`src/hw/sac_pkg.sv`:
```
// Package of constants and types for the converter conversion control block
//------------------------------------------------------------------------------
// Functional notes
// - Result right aligned, left when adjust set
// - Low byte read locks result until high
// - Locked completion drops result, still flags
// - Start bit launches conversion, reads busy
// - Channel change waits for conversion end
// - Trigger rising edge resets prescaler, starts
// - Edges during conversion ignored, no relaunch
// - Trigger flag must clear before next event
// - Own flag source: restart after every completion
// - Software start still works under auto trigger
// - Prescaler divides 2..128, reset while disabled
// - Start waits for next converter clock edge
// - Normal 13 cycles, first 25 cycles
// - Sample at 1.5, first at 14.5
// - Completion stores result, flags, clears start unless free running
// - Auto trigger: sample at 2, 13.5 total
// - Selections inert until enable set
// - Selections copied until start, resume last cycle
// - Free running change applies one conversion later
// - Clearing enable aborts running conversion
// - Channel codes 00..11 select inputs 0..3
// - Reference bit: 0 supply, 1 internal
// - Adjust change re-presents stored result now
//------------------------------------------------------------------------------
package sac_pkg;

  localparam logic [2:0] SAC_OFF_CHANNEL_REF  = 3'h0;
  localparam logic [2:0] SAC_OFF_CONTROL      = 3'h1;
  localparam logic [2:0] SAC_OFF_TRIGGER      = 3'h2;
  localparam logic [2:0] SAC_OFF_RESULT_LOW   = 3'h3;
  localparam logic [2:0] SAC_OFF_RESULT_HIGH  = 3'h4;

  localparam int SAC_BIT_REFERENCE   = 6;
  localparam int SAC_BIT_LEFT_ADJUST = 5;
  localparam int SAC_BIT_CHANNEL_LO  = 0;
  localparam int SAC_BIT_ENABLE      = 7;
  localparam int SAC_BIT_START       = 6;
  localparam int SAC_BIT_AUTO        = 5;
  localparam int SAC_BIT_FLAG        = 4;
  localparam int SAC_BIT_DIVIDER_LO  = 0;
  localparam int SAC_BIT_TRIGGER_LO  = 0;

  localparam logic [2:0] SAC_TRIGGER_OWN_FLAG = 3'h0;
  localparam logic [7:0] SAC_BYTE_RESET       = 8'h00;
  localparam logic [9:0] SAC_RESULT_RESET     = 10'h000;

  // Converter timing; totals and sample points in converter clock half periods
  localparam int SAC_NORMAL_CYCLES       = 13;
  localparam int SAC_FIRST_CYCLES        = 25;
  localparam logic [5:0] SAC_NORMAL_TOTAL = 6'(2 * SAC_NORMAL_CYCLES);
  localparam logic [5:0] SAC_FIRST_TOTAL  = 6'(2 * SAC_FIRST_CYCLES);
  localparam logic [5:0] SAC_AUTO_TOTAL   = 6'h1b;
  localparam logic [5:0] SAC_NORMAL_SAMPLE = 6'h03;
  localparam logic [5:0] SAC_FIRST_SAMPLE  = 6'h1d;
  localparam logic [5:0] SAC_AUTO_SAMPLE   = 6'h04;
  localparam int SAC_SYNC_CPU_CYCLES     = 3;

  typedef enum logic [1:0]
  {
    SAC_IDLE      = 2'b00,
    SAC_WAIT_EDGE = 2'b01,
    SAC_CONVERT   = 2'b11
  } sac_phase_type;

  typedef struct packed
  {
    logic [1:0] channel;
    logic       reference;
  } sac_select_type;

  typedef struct packed
  {
    sac_select_type                 hold_sel;
    logic                           left_adjust;
    logic                           enable;
    logic                           auto_en;
    logic                           flag;
    logic [2:0]                     div_sel;
    logic [2:0]                     trig_sel;
    sac_select_type                 act_sel;
    logic [9:0]                     result;
    logic                           lock;
    logic [6:0]                     presc;
    sac_phase_type                  phase;
    logic [5:0]                     half;
    logic [5:0]                     total;
    logic [5:0]                     sample;
    logic                           first;
    logic                           trig_prev;
    logic [SAC_SYNC_CPU_CYCLES-1:0] trig_pipe;
    logic [7:0]                     rdata;
    logic                           sample_hold;
    logic                           done;
  } sac_state_type;

endpackage

```
`src/hw/sac_conversion_control.sv`:
```
// Conversion control, prescaler, selection buffering and result presentation
`timescale 1ns/1ps
module sac_conversion_control
  import sac_pkg::*;
(
  input  wire logic       clock,
  input  wire logic       sys_rst,
  input  wire logic [2:0] reg_addr,
  input  wire logic [7:0] reg_wdata,
  input  wire logic       reg_write,
  input  wire logic       reg_read,
  output logic      [7:0] reg_rdata,
  input  wire logic [7:1] trigger_events,
  input  wire logic [9:0] analog_result,
  output logic            analog_enable,
  output logic      [1:0] input_channel_select,
  output logic            reference_select,
  output logic            sample_hold,
  output logic            conversion_active,
  output logic            conversion_done
);

  sac_state_type state_reg;
  sac_state_type state_next;

  //----------------------------------------------------------------------------
  // Decoding helpers
  //----------------------------------------------------------------------------
  function automatic logic [6:0] divider_mask(input logic [2:0] code);
    logic [6:0] m;
    m = 7'h01;
    if (code != 3'h0)
    begin
      m = 7'((8'h01 << code) - 8'h01);
    end
    return m;
  endfunction

  function automatic logic [7:0] present_byte(input logic [9:0] r, input logic left, input logic high);
    logic [7:0] b;
    b = SAC_BYTE_RESET;
    if (left)
    begin
      b = high ? r[9:2] : {r[1:0], 6'h00};
    end
    else
    begin
      b = high ? {6'h00, r[9:8]} : r[7:0];
    end
    return b;
  endfunction

  //----------------------------------------------------------------------------
  // Next state
  //----------------------------------------------------------------------------
  logic [6:0] mask;
  logic       rise_edge;
  logic       fall_edge;
  logic       trig_level;
  logic       trig_edge;
  logic       busy;
  logic       sw_start;
  logic       free_run;
  logic       complete;
  logic [5:0] half_inc;

  always_comb
  begin
    state_next = state_reg;
    state_next.sample_hold = 1'b0;
    state_next.done = 1'b0;
    mask = divider_mask(state_reg.div_sel);
    rise_edge = (state_reg.presc & mask) == mask;
    fall_edge = (state_reg.presc & mask) == (mask >> 1);
    trig_level = 1'b0;
    if (state_reg.trig_sel != SAC_TRIGGER_OWN_FLAG)
    begin
      trig_level = trigger_events[state_reg.trig_sel];
    end
    // A still-high event flag gives no new edge, so the source must be cleared first
    trig_edge = trig_level && !state_reg.trig_prev;
    busy = (state_reg.phase != SAC_IDLE) || (state_reg.trig_pipe != '0);
    free_run = state_reg.auto_en && (state_reg.trig_sel == SAC_TRIGGER_OWN_FLAG);
    sw_start = 1'b0;
    complete = 1'b0;
    half_inc = 6'(state_reg.half + 6'h01);
    state_next.trig_prev = trig_level;

    // Prescaler runs only while enabled
    if (state_reg.enable)
    begin
      state_next.presc = 7'(state_reg.presc + 7'h01);
    end
    else
    begin
      state_next.presc = 7'h00;
    end

    // Selection copy from the holding register
    if (state_reg.enable)
    begin
      if (state_reg.phase != SAC_CONVERT)
      begin
        state_next.act_sel = state_reg.hold_sel;
      end
      else if (state_reg.half >= 6'(state_reg.total - 6'h02))
      begin
        state_next.act_sel = state_reg.hold_sel;
      end
    end

    // Register writes
    if (reg_write)
    begin
      unique case (reg_addr)
        SAC_OFF_CHANNEL_REF:
        begin
          state_next.hold_sel.channel = reg_wdata[SAC_BIT_CHANNEL_LO +: 2];
          state_next.hold_sel.reference = reg_wdata[SAC_BIT_REFERENCE];
          state_next.left_adjust = reg_wdata[SAC_BIT_LEFT_ADJUST];
        end
        SAC_OFF_CONTROL:
        begin
          state_next.enable = reg_wdata[SAC_BIT_ENABLE];
          state_next.auto_en = reg_wdata[SAC_BIT_AUTO];
          state_next.div_sel = reg_wdata[SAC_BIT_DIVIDER_LO +: 3];
          if (reg_wdata[SAC_BIT_FLAG])
          begin
            state_next.flag = 1'b0;
          end
          sw_start = reg_wdata[SAC_BIT_START] && reg_wdata[SAC_BIT_ENABLE];
        end
        SAC_OFF_TRIGGER:
        begin
          state_next.trig_sel = reg_wdata[SAC_BIT_TRIGGER_LO +: 3];
        end
        default:
        begin
        end
      endcase
    end

    // Reads are answered one cycle later
    state_next.rdata = SAC_BYTE_RESET;
    if (reg_read)
    begin
      unique case (reg_addr)
        SAC_OFF_CHANNEL_REF:
        begin
          state_next.rdata[SAC_BIT_CHANNEL_LO +: 2] = state_reg.hold_sel.channel;
          state_next.rdata[SAC_BIT_REFERENCE] = state_reg.hold_sel.reference;
          state_next.rdata[SAC_BIT_LEFT_ADJUST] = state_reg.left_adjust;
        end
        SAC_OFF_CONTROL:
        begin
          state_next.rdata[SAC_BIT_ENABLE] = state_reg.enable;
          state_next.rdata[SAC_BIT_START] = busy;
          state_next.rdata[SAC_BIT_AUTO] = state_reg.auto_en;
          state_next.rdata[SAC_BIT_FLAG] = state_reg.flag;
          state_next.rdata[SAC_BIT_DIVIDER_LO +: 3] = state_reg.div_sel;
        end
        SAC_OFF_TRIGGER:
        begin
          state_next.rdata[SAC_BIT_TRIGGER_LO +: 3] = state_reg.trig_sel;
        end
        SAC_OFF_RESULT_LOW:
        begin
          state_next.rdata = present_byte(state_reg.result, state_reg.left_adjust, 1'b0);
          state_next.lock = 1'b1;
        end
        SAC_OFF_RESULT_HIGH:
        begin
          state_next.rdata = present_byte(state_reg.result, state_reg.left_adjust, 1'b1);
          state_next.lock = 1'b0;
        end
        default:
        begin
        end
      endcase
    end

    // Trigger path: three cycles of synchronisation before the prescaler restart
    state_next.trig_pipe = {state_reg.trig_pipe[SAC_SYNC_CPU_CYCLES-2:0], 1'b0};
    if (state_reg.enable && state_reg.auto_en && trig_edge && !busy)
    begin
      state_next.trig_pipe[0] = 1'b1;
    end

    // Conversion sequencing
    unique case (state_reg.phase)
      SAC_IDLE:
      begin
        if (state_reg.trig_pipe[SAC_SYNC_CPU_CYCLES-1])
        begin
          state_next.presc = 7'h00;
          state_next.phase = SAC_CONVERT;
          state_next.half = 6'h00;
          state_next.total = state_reg.first ? SAC_FIRST_TOTAL : SAC_AUTO_TOTAL;
          state_next.sample = state_reg.first ? SAC_FIRST_SAMPLE : SAC_AUTO_SAMPLE;
          state_next.first = 1'b0;
        end
        // Enable and start may come in one write; sw_start already needs the enable bit
        else if (sw_start)
        begin
          state_next.phase = SAC_WAIT_EDGE;
        end
      end
      SAC_WAIT_EDGE:
      begin
        if (rise_edge)
        begin
          state_next.phase = SAC_CONVERT;
          state_next.half = 6'h00;
          state_next.total = state_reg.first ? SAC_FIRST_TOTAL : SAC_NORMAL_TOTAL;
          state_next.sample = state_reg.first ? SAC_FIRST_SAMPLE : SAC_NORMAL_SAMPLE;
          state_next.first = 1'b0;
        end
      end
      SAC_CONVERT:
      begin
        if (rise_edge || fall_edge)
        begin
          state_next.half = half_inc;
          if (half_inc == state_reg.sample)
          begin
            state_next.sample_hold = 1'b1;
          end
          if (half_inc == state_reg.total)
          begin
            complete = 1'b1;
          end
        end
      end
      default:
      begin
        state_next.phase = SAC_IDLE;
      end
    endcase

    if (complete)
    begin
      state_next.done = 1'b1;
      state_next.flag = 1'b1;
      if (!state_reg.lock)
      begin
        state_next.result = analog_result;
      end
      if (free_run)
      begin
        // Restart at once, independent of whether the flag was cleared
        state_next.half = 6'h00;
        state_next.total = SAC_NORMAL_TOTAL;
        state_next.sample = SAC_NORMAL_SAMPLE;
      end
      else
      begin
        state_next.phase = SAC_IDLE;
      end
    end

    // Disabling aborts everything and rearms the long first conversion
    if (!state_next.enable)
    begin
      state_next.phase = SAC_IDLE;
      state_next.trig_pipe = '0;
      state_next.sample_hold = 1'b0;
      state_next.first = 1'b1;
    end
  end

  //----------------------------------------------------------------------------
  // State register
  //----------------------------------------------------------------------------
  always_ff @(posedge clock)
  begin
    if (sys_rst)
    begin
      state_reg <= '0;
      state_reg.phase <= SAC_IDLE;
      state_reg.result <= SAC_RESULT_RESET;
      state_reg.rdata <= SAC_BYTE_RESET;
      state_reg.first <= 1'b1;
    end
    else
    begin
      state_reg <= state_next;
    end
  end

  //----------------------------------------------------------------------------
  // Outputs
  //----------------------------------------------------------------------------
  assign reg_rdata            = state_reg.rdata;
  assign analog_enable        = state_reg.enable;
  assign input_channel_select = state_reg.act_sel.channel;
  assign reference_select     = state_reg.act_sel.reference;
  assign sample_hold          = state_reg.sample_hold;
  // Only the converting code has the upper phase bit set
  assign conversion_active    = state_reg.phase[1];
  assign conversion_done      = state_reg.done;

endmodule

```
`config.mk`:
```
export PLATFORM = sky130hd
export DESIGN_NAME = sac_conversion_control
export DESIGN_NICKNAME = d
export VERILOG_FILES = /design/src/hw/sac_pkg.sv /design/src/hw/sac_conversion_control.sv
export SDC_FILE = /design/constraint.sdc
export NUM_CORES = 1
export LEC_CHECK = 0
export BUFFER_PORTS_ARGS = -buffer_cell sky130_fd_sc_hd__buf_2
export CAP_MARGIN = 30
export CELL_PAD_IN_SITES_DETAIL_PLACEMENT = 0
export CELL_PAD_IN_SITES_GLOBAL_PLACEMENT = 1
export CORE_ASPECT_RATIO = 1.4
export CORE_MARGIN = 2
export CORE_UTILIZATION = 44
export DETAILED_ROUTE_END_ITERATION = 7
export GPL_ROUTABILITY_DRIVEN = 0
export PLACE_DENSITY = 0.86
export SLEW_MARGIN = 20
export SYNTH_ARGS = -nofsm -noshare
export SYNTH_HDL_FRONTEND = slang
export SYNTH_SLANG_ARGS = --single-unit
```
`constraint.sdc`:
```
create_clock -name clock -period 2.6 [get_ports clock]
set_input_delay 0.13 -clock clock [delete_from_list [all_inputs] [get_ports clock]]
set_output_delay 0.13 -clock clock [all_outputs]
set_load 0.02 [all_outputs]
```
=== Yosys cells after proc, flatten, opt, wreduce, memory -nomap -nowiden ===
Cells that the tools add are included.
W data, S select, Z words.

* $add $sub $neg: 4
* Magnitude comparators: 2
* Equality and inequality tests: 13
* Shift operators: 1
* Mux-type cells: 46
* Bitwise logic cells: 6
* Reduce and logical (&&, ||, !) cells: 34

{| class="wikitable"
|+ Operator list
! operator !! count
|-
| $mux W7 || 4
|-
| $pmux W13 S2 || 1
|-
| $mux W6 || 4
|-
| $mux W21 || 1
|-
| $mux W20 || 1
|-
| $mux W19 || 1
|-
| $mux W18 || 1
|-
| $pmux W6 S3 || 1
|-
| $mux W8 || 2
|-
| $reduce_bool A2 Y1 || 7
|-
| $eq A6 B6 Y1 || 2
|-
| $mux W1 || 12
|-
| $reduce_and A2 Y1 || 6
|-
| $mux W5 || 2
|-
| $pmux W2 S5 || 1
|-
| $mux W3 || 3
|-
| $mux W9 || 1
|-
| $reduce_bool A3 Y1 || 3
|-
| $pmux W2 S4 || 1
|-
| $add A7 B1 Y7 const B || 1
|-
| $and A7 B7 Y7 || 1
|-
| $eq A7 B6 Y1 || 1
|-
| $eq A7 B7 Y1 || 1
|-
| $shl A1 B3 Y7 const A || 1
|-
| other kinds (26) || 47
|}

* Register bits after elaboration: 69
* Input port bits: 32
* Output and inout bits: 15
* Word-level logic and storage cells: 129

=== Depth between registers and ports, before layout ===
* Depth in word-level cells: 10
* Gate-level depth with buffers: 10
* Depth with buffers taken out: 10

=== Least setup slack after synthesis ===
OpenSTA, ideal clock, no wires.

* Path type: register to register
* From: reg state_reg[27] (netlist bit)
* To: reg state_reg[20] (netlist bit)
* Setup time: 0.134 ns
* Data arrival time: 2.012 ns
* Data required time: 2.466 ns
* Slack: 0.455 ns
* Stages on the path, launching flop included: 9
* Buffers on the path: 1
* Period minus slack after synthesis: 2.145 ns
* Cell sequence: dfxtp_1 -> ha_1 -> and3_1 -> xnor3_1 -> nand4_1 -> or2_2 -> o41ai_4 -> buf_2 -> nor3b_1

* Word-level cells in the longest chain between the ends: 6

{| class="wikitable"
|+ RTL lines
! item !! line !! text
|-
| start: declaration || sac_conversion_control.sv:23 || <nowiki>sac_state_type state_reg;</nowiki>
|-
| start signal: assignment || sac_conversion_control.sv:286 || <nowiki>state_reg <= state_next;</nowiki>
|-
| $add A6 B1 Y6 || sac_conversion_control.sv:86 || <nowiki>half_inc = 6'(state_reg.half + 6'h01);</nowiki>
|-
| $eq A6 B6 Y1 || sac_conversion_control.sv:228 || <nowiki>if (half_inc == state_reg.total)</nowiki>
|-
| $mux W1 || sac_conversion_control.sv:228 ||
|-
| $mux W1 || sac_conversion_control.sv:221 || <nowiki>if (rise_edge || fall_edge)</nowiki>
|-
| $mux W1 || sac_conversion_control.sv:190 || <nowiki>unique case (state_reg.phase)</nowiki>
|-
| $mux W20 || sac_conversion_control.sv:240 || <nowiki>if (complete)</nowiki>
|}

No other way between the ends.
A chain may end at the register's enable or synchronous reset.

=== Worst setup path after layout ===
* From: reg state_reg[27] (netlist bit)
* To: reg state_reg[46] (netlist bit)

* Word-level cells in the longest chain between the ends: 6

{| class="wikitable"
|+ RTL lines
! item !! line
|-
| $add A6 B1 Y6 || sac_conversion_control.sv:86
|-
| $eq A6 B6 Y1 || sac_conversion_control.sv:228
|-
| $mux W1 || sac_conversion_control.sv:228
|-
| $mux W1 || sac_conversion_control.sv:221
|-
| $mux W1 || sac_conversion_control.sv:190
|-
| $reduce_and A2 Y1 (no line) || --
|}

No other way between the ends.

==> reports/results.txt <==
Fin. Hold Viols -> 0
Hold Crit Class -> in2reg
Distinct cells, synth -> 64
Gate Count Post-Synth -> 440
final setup vio count -> 0
Synth Flop Type -> dfxtp_1
Routed Antenna Nets -> 0
fin. max-slew vios -> 0
crit path DAT -> 2610 ps
Slew HR -> 48.3%
Synth Cell Area -> 0.00382 sq mm
Vias/cell -> 5.87
synthesized area per cell -> 8.68 sq um
Tmin final -> 2420 ps
Reg clk slew, reported paths -> 50 ps
final core occ -> 51.3%
critical path's slowest cell -> dfxtp_1
Layout Nets -> 518
VDD IR max -> 0.375 mV
GRT Overall Usage -> 22.8%
# hold bufs at CTS -> 0
cell breakdown of the critical path -> ha_1 > and3_1 > xnor3_1 > nand4_1 > or2_2 > buf_4 > o41ai_1 > a21oi_1
final setup TNS -> 0 ps
cts repair resizes -> 0
GRT Residual Overflow -> 0
first-pass GRT wire length -> 16200 um
area added between synthesis and finish -> 14.2%
share of cells above drive strength 1 -> 19.2%
RSZ-0062 raised after global routing -> no
Largest register FFs -> 54
metal2 WL -> 5100 um
Max Freq -> 0.414 GHz
Logic pwr share -> 5.7%
core region area -> 0.00851 sq mm
Post-CTS Setup Inserts -> 0
worst skew pair latency -> 340 ps
Int Power -> 1.80 mW
area of placed instances -> 0.00410 sq mm
buffer levels on the longest clock path -> 2
WL/cell -> 17.0 um
switch share -> 22.6%
Max-Cap Viols -> 0
routed wire length -> 9960 um
diode count -> 0
vias -> 3433
crit share post-route -> 93.0%
M1 wire length -> 4000 um
DP Wirelength -> 7260 um
asr flop ratio synth -> 0%
Post-synth EDFFs -> 0
design area -> 0.00437 sq mm
die area -> 0.00946 sq mm
Syn. warnings -> 0
cts bufs inserted -> 9
part of the power in registers -> 46.4%
Yosys reg bits -> 69
die height -> 114 um
vias in the first global route -> 3227
standard-cell rows -> 40
initial antenna violation count -> 0
I/O Buffers -> 45
pin count of the biggest net entering global routing -> 36
clk_skew -> 7.46 ps
highest routed layer -> met4
CP peak stage delay -> 450 ps
Iter 0 DRT Violations -> 233
Root Buffer -> clkbuf_16
P per Cell Area -> 531 mW/mm^2
Syn Nets -> 481
critical path peak fanout -> 11
I/O pin count -> 47
Setup crit start kind -> register
switching pwr -> 0.524 mW
Initial Util -> 44.9%
clock tree from TritonCTS -> yes
outcome -> complete, no violations
drt first pass iters -> 6
Tightest Pin Transition -> 770 ps
worst path required time -> 2790 ps
LEAKAGE -> 1.65 nW
CP Capture Type -> register
clock network fraction of design power -> 47.9%
Die X -> 82.8 um
H-tree depth -> 3
drt drc -> 0
DR WL met3 -> 349 um
critical path class -> reg2reg
post-synthesis sequential area ratio -> 36.1%
TritonCTS Sinks -> 69
layer usage:
layer | GRT usage (%) | vias up
li1 | - | 1673
met2 | 38.1 | 109
met5 | 0 | -
met1 | 26.7 | 1619
met4 | 15.4 | 0
met3 | 2.60 | 32
synthesized netlist by cell type, types with 3 or more instances:
| master | number | area (sq um) |
|---|---|---|
| a21oi_2 | 4 | 35.0 |
| o21ai_0 | 18 | 90.1 |
| or3_1 | 3 | 18.8 |
| o41ai_1 | 10 | 87.6 |
| a21o_1 | 3 | 22.5 |
| nand4_1 | 16 | 100 |
| and2_1 | 6 | 37.5 |
| nand3_1 | 12 | 60.1 |
| a21oi_1 | 40 | 200 |
| nor2_1 | 53 | 199 |
| nor4_1 | 3 | 18.8 |
| or2_2 | 3 | 18.8 |
| buf_4 | 11 | 82.6 |
| nor2b_1 | 8 | 50.1 |
| buf_2 | 3 | 15.0 |
| xor2_1 | 9 | 78.8 |
| nand2b_1 | 7 | 43.8 |
| a31oi_1 | 6 | 37.5 |
| dfxtp_1 | 69 | 1380 |
| a22oi_1 | 4 | 30.0 |
| inv_1 | 15 | 56.3 |
| and3_1 | 5 | 31.3 |
| nor3_1 | 10 | 50.1 |
| nand2_1 | 20 | 75.1 |
| o211ai_1 | 3 | 22.5 |
| mux2i_1 | 17 | 170 |
| clkbuf_1 | 17 | 63.8 |
| xnor2_1 | 10 | 87.6 |
| a211oi_1 | 4 | 30.0 |
| ha_1 | 9 | 113 |
| a22o_1 | 3 | 26.3 |
final timing paths:
path	start	end	slack, ps	depth (start not counted)
hold reg to reg	state_reg[62]	state_reg[62]	460	2
setup / recovery	state_reg[27]	state_reg[46]	180	8
setup reg to reg	state_reg[27]	state_reg[46]	180	8
hold / removal	analog_result[4]	state_reg[47]	50	3
worst max-delay path: cells and delay by family (launching register included):
family                     cells  cell delay (ps)
DFF                            1              450
buffers and inverters          1              190
adders and majority gates      1              300
AOI/OAI and AO/OA              2              390
and+or+nand+nor                3              780
xor gates and xnor gates       1              160
power by group through the flow:
stage	sequential, mW	clock, mW	combinational [mW]
after floorplan	1.09	0	0.0824
after global placement	1.10	0	0.129
after detailed placement	1.10	0	0.130
after CTS	1.08	1.13	0.131
after global routing	1.08	1.16	0.143
final	1.08	1.11	0.132
area by class of cell:
class	instances	area, sq um
fill	834	4140
multi-input combinational	323	2200
inverter	15	56.3
clock buffer	12	256
tap	105	131
sequential	69	1380
timing repair buffer	59	330
clock inverter	2	10.0
metrics by stage:
stage,setup WS [ps],std cells,hold WS [ps],total power [mW]
2_1_floorplan,455,440,269,1.17
3_3_place_gp,257,571,379,1.23
3_5_place_dp,183,571,395,1.23
4_1_cts,171,585,45.6,2.33
5_1_grt,8.95,585,66.0,2.38
6_report,182,585,45.7,2.32
placed cells by master, fill, tap and decap left out, types with 2 or more instances in the layout:
cell | netlist | routed
a211oi_1 | 4 | 4
a21o_1 | 3 | 3
a21oi_1 | 40 | 40
a21oi_2 | 4 | 4
a222oi_1 | 2 | 2
a22o_1 | 3 | 3
a22oi_1 | 4 | 4
a31oi_1 | 6 | 6
and2_1 | 6 | 6
and3_1 | 5 | 5
buf_2 | 3 | 45
buf_4 | 11 | 14
clkbuf_16 | 0 | 9
clkbuf_8 | 0 | 2
clkinv_2 | 0 | 2
dfxtp_1 | 69 | 69
ha_1 | 9 | 9
inv_1 | 15 | 15
mux2i_1 | 17 | 17
nand2_1 | 20 | 20
nand2b_1 | 7 | 7
nand3_1 | 12 | 12
nand4_1 | 16 | 16
nor2_1 | 53 | 53
nor2b_1 | 8 | 8
nor3_1 | 10 | 10
nor4_1 | 3 | 3
nor4b_1 | 2 | 2
nor4bb_1 | 2 | 2
o211ai_1 | 3 | 3
o21ai_0 | 18 | 18
o22ai_1 | 2 | 2
o41ai_1 | 10 | 10
or2_2 | 3 | 3
or3_1 | 3 | 3
xnor2_1 | 10 | 10
xnor3_1 | 2 | 2
xor2_1 | 9 | 9
kinds of logic (layout without fill, tap and decap cells):
logic type | after synthesis | count (layout) | synth area share [%]
simple gates | 156 | 156 | 21.2
compound gates | 118 | 118 | 22.2
flops | 69 | 69 | 36.1
buf+inv | 48 | 88 | 6.29
xor+xnor | 22 | 22 | 6.16
mux | 18 | 18 | 5.04
fa+ha+maj | 9 | 9 | 2.95
Power figures use the tool's default switching activity.
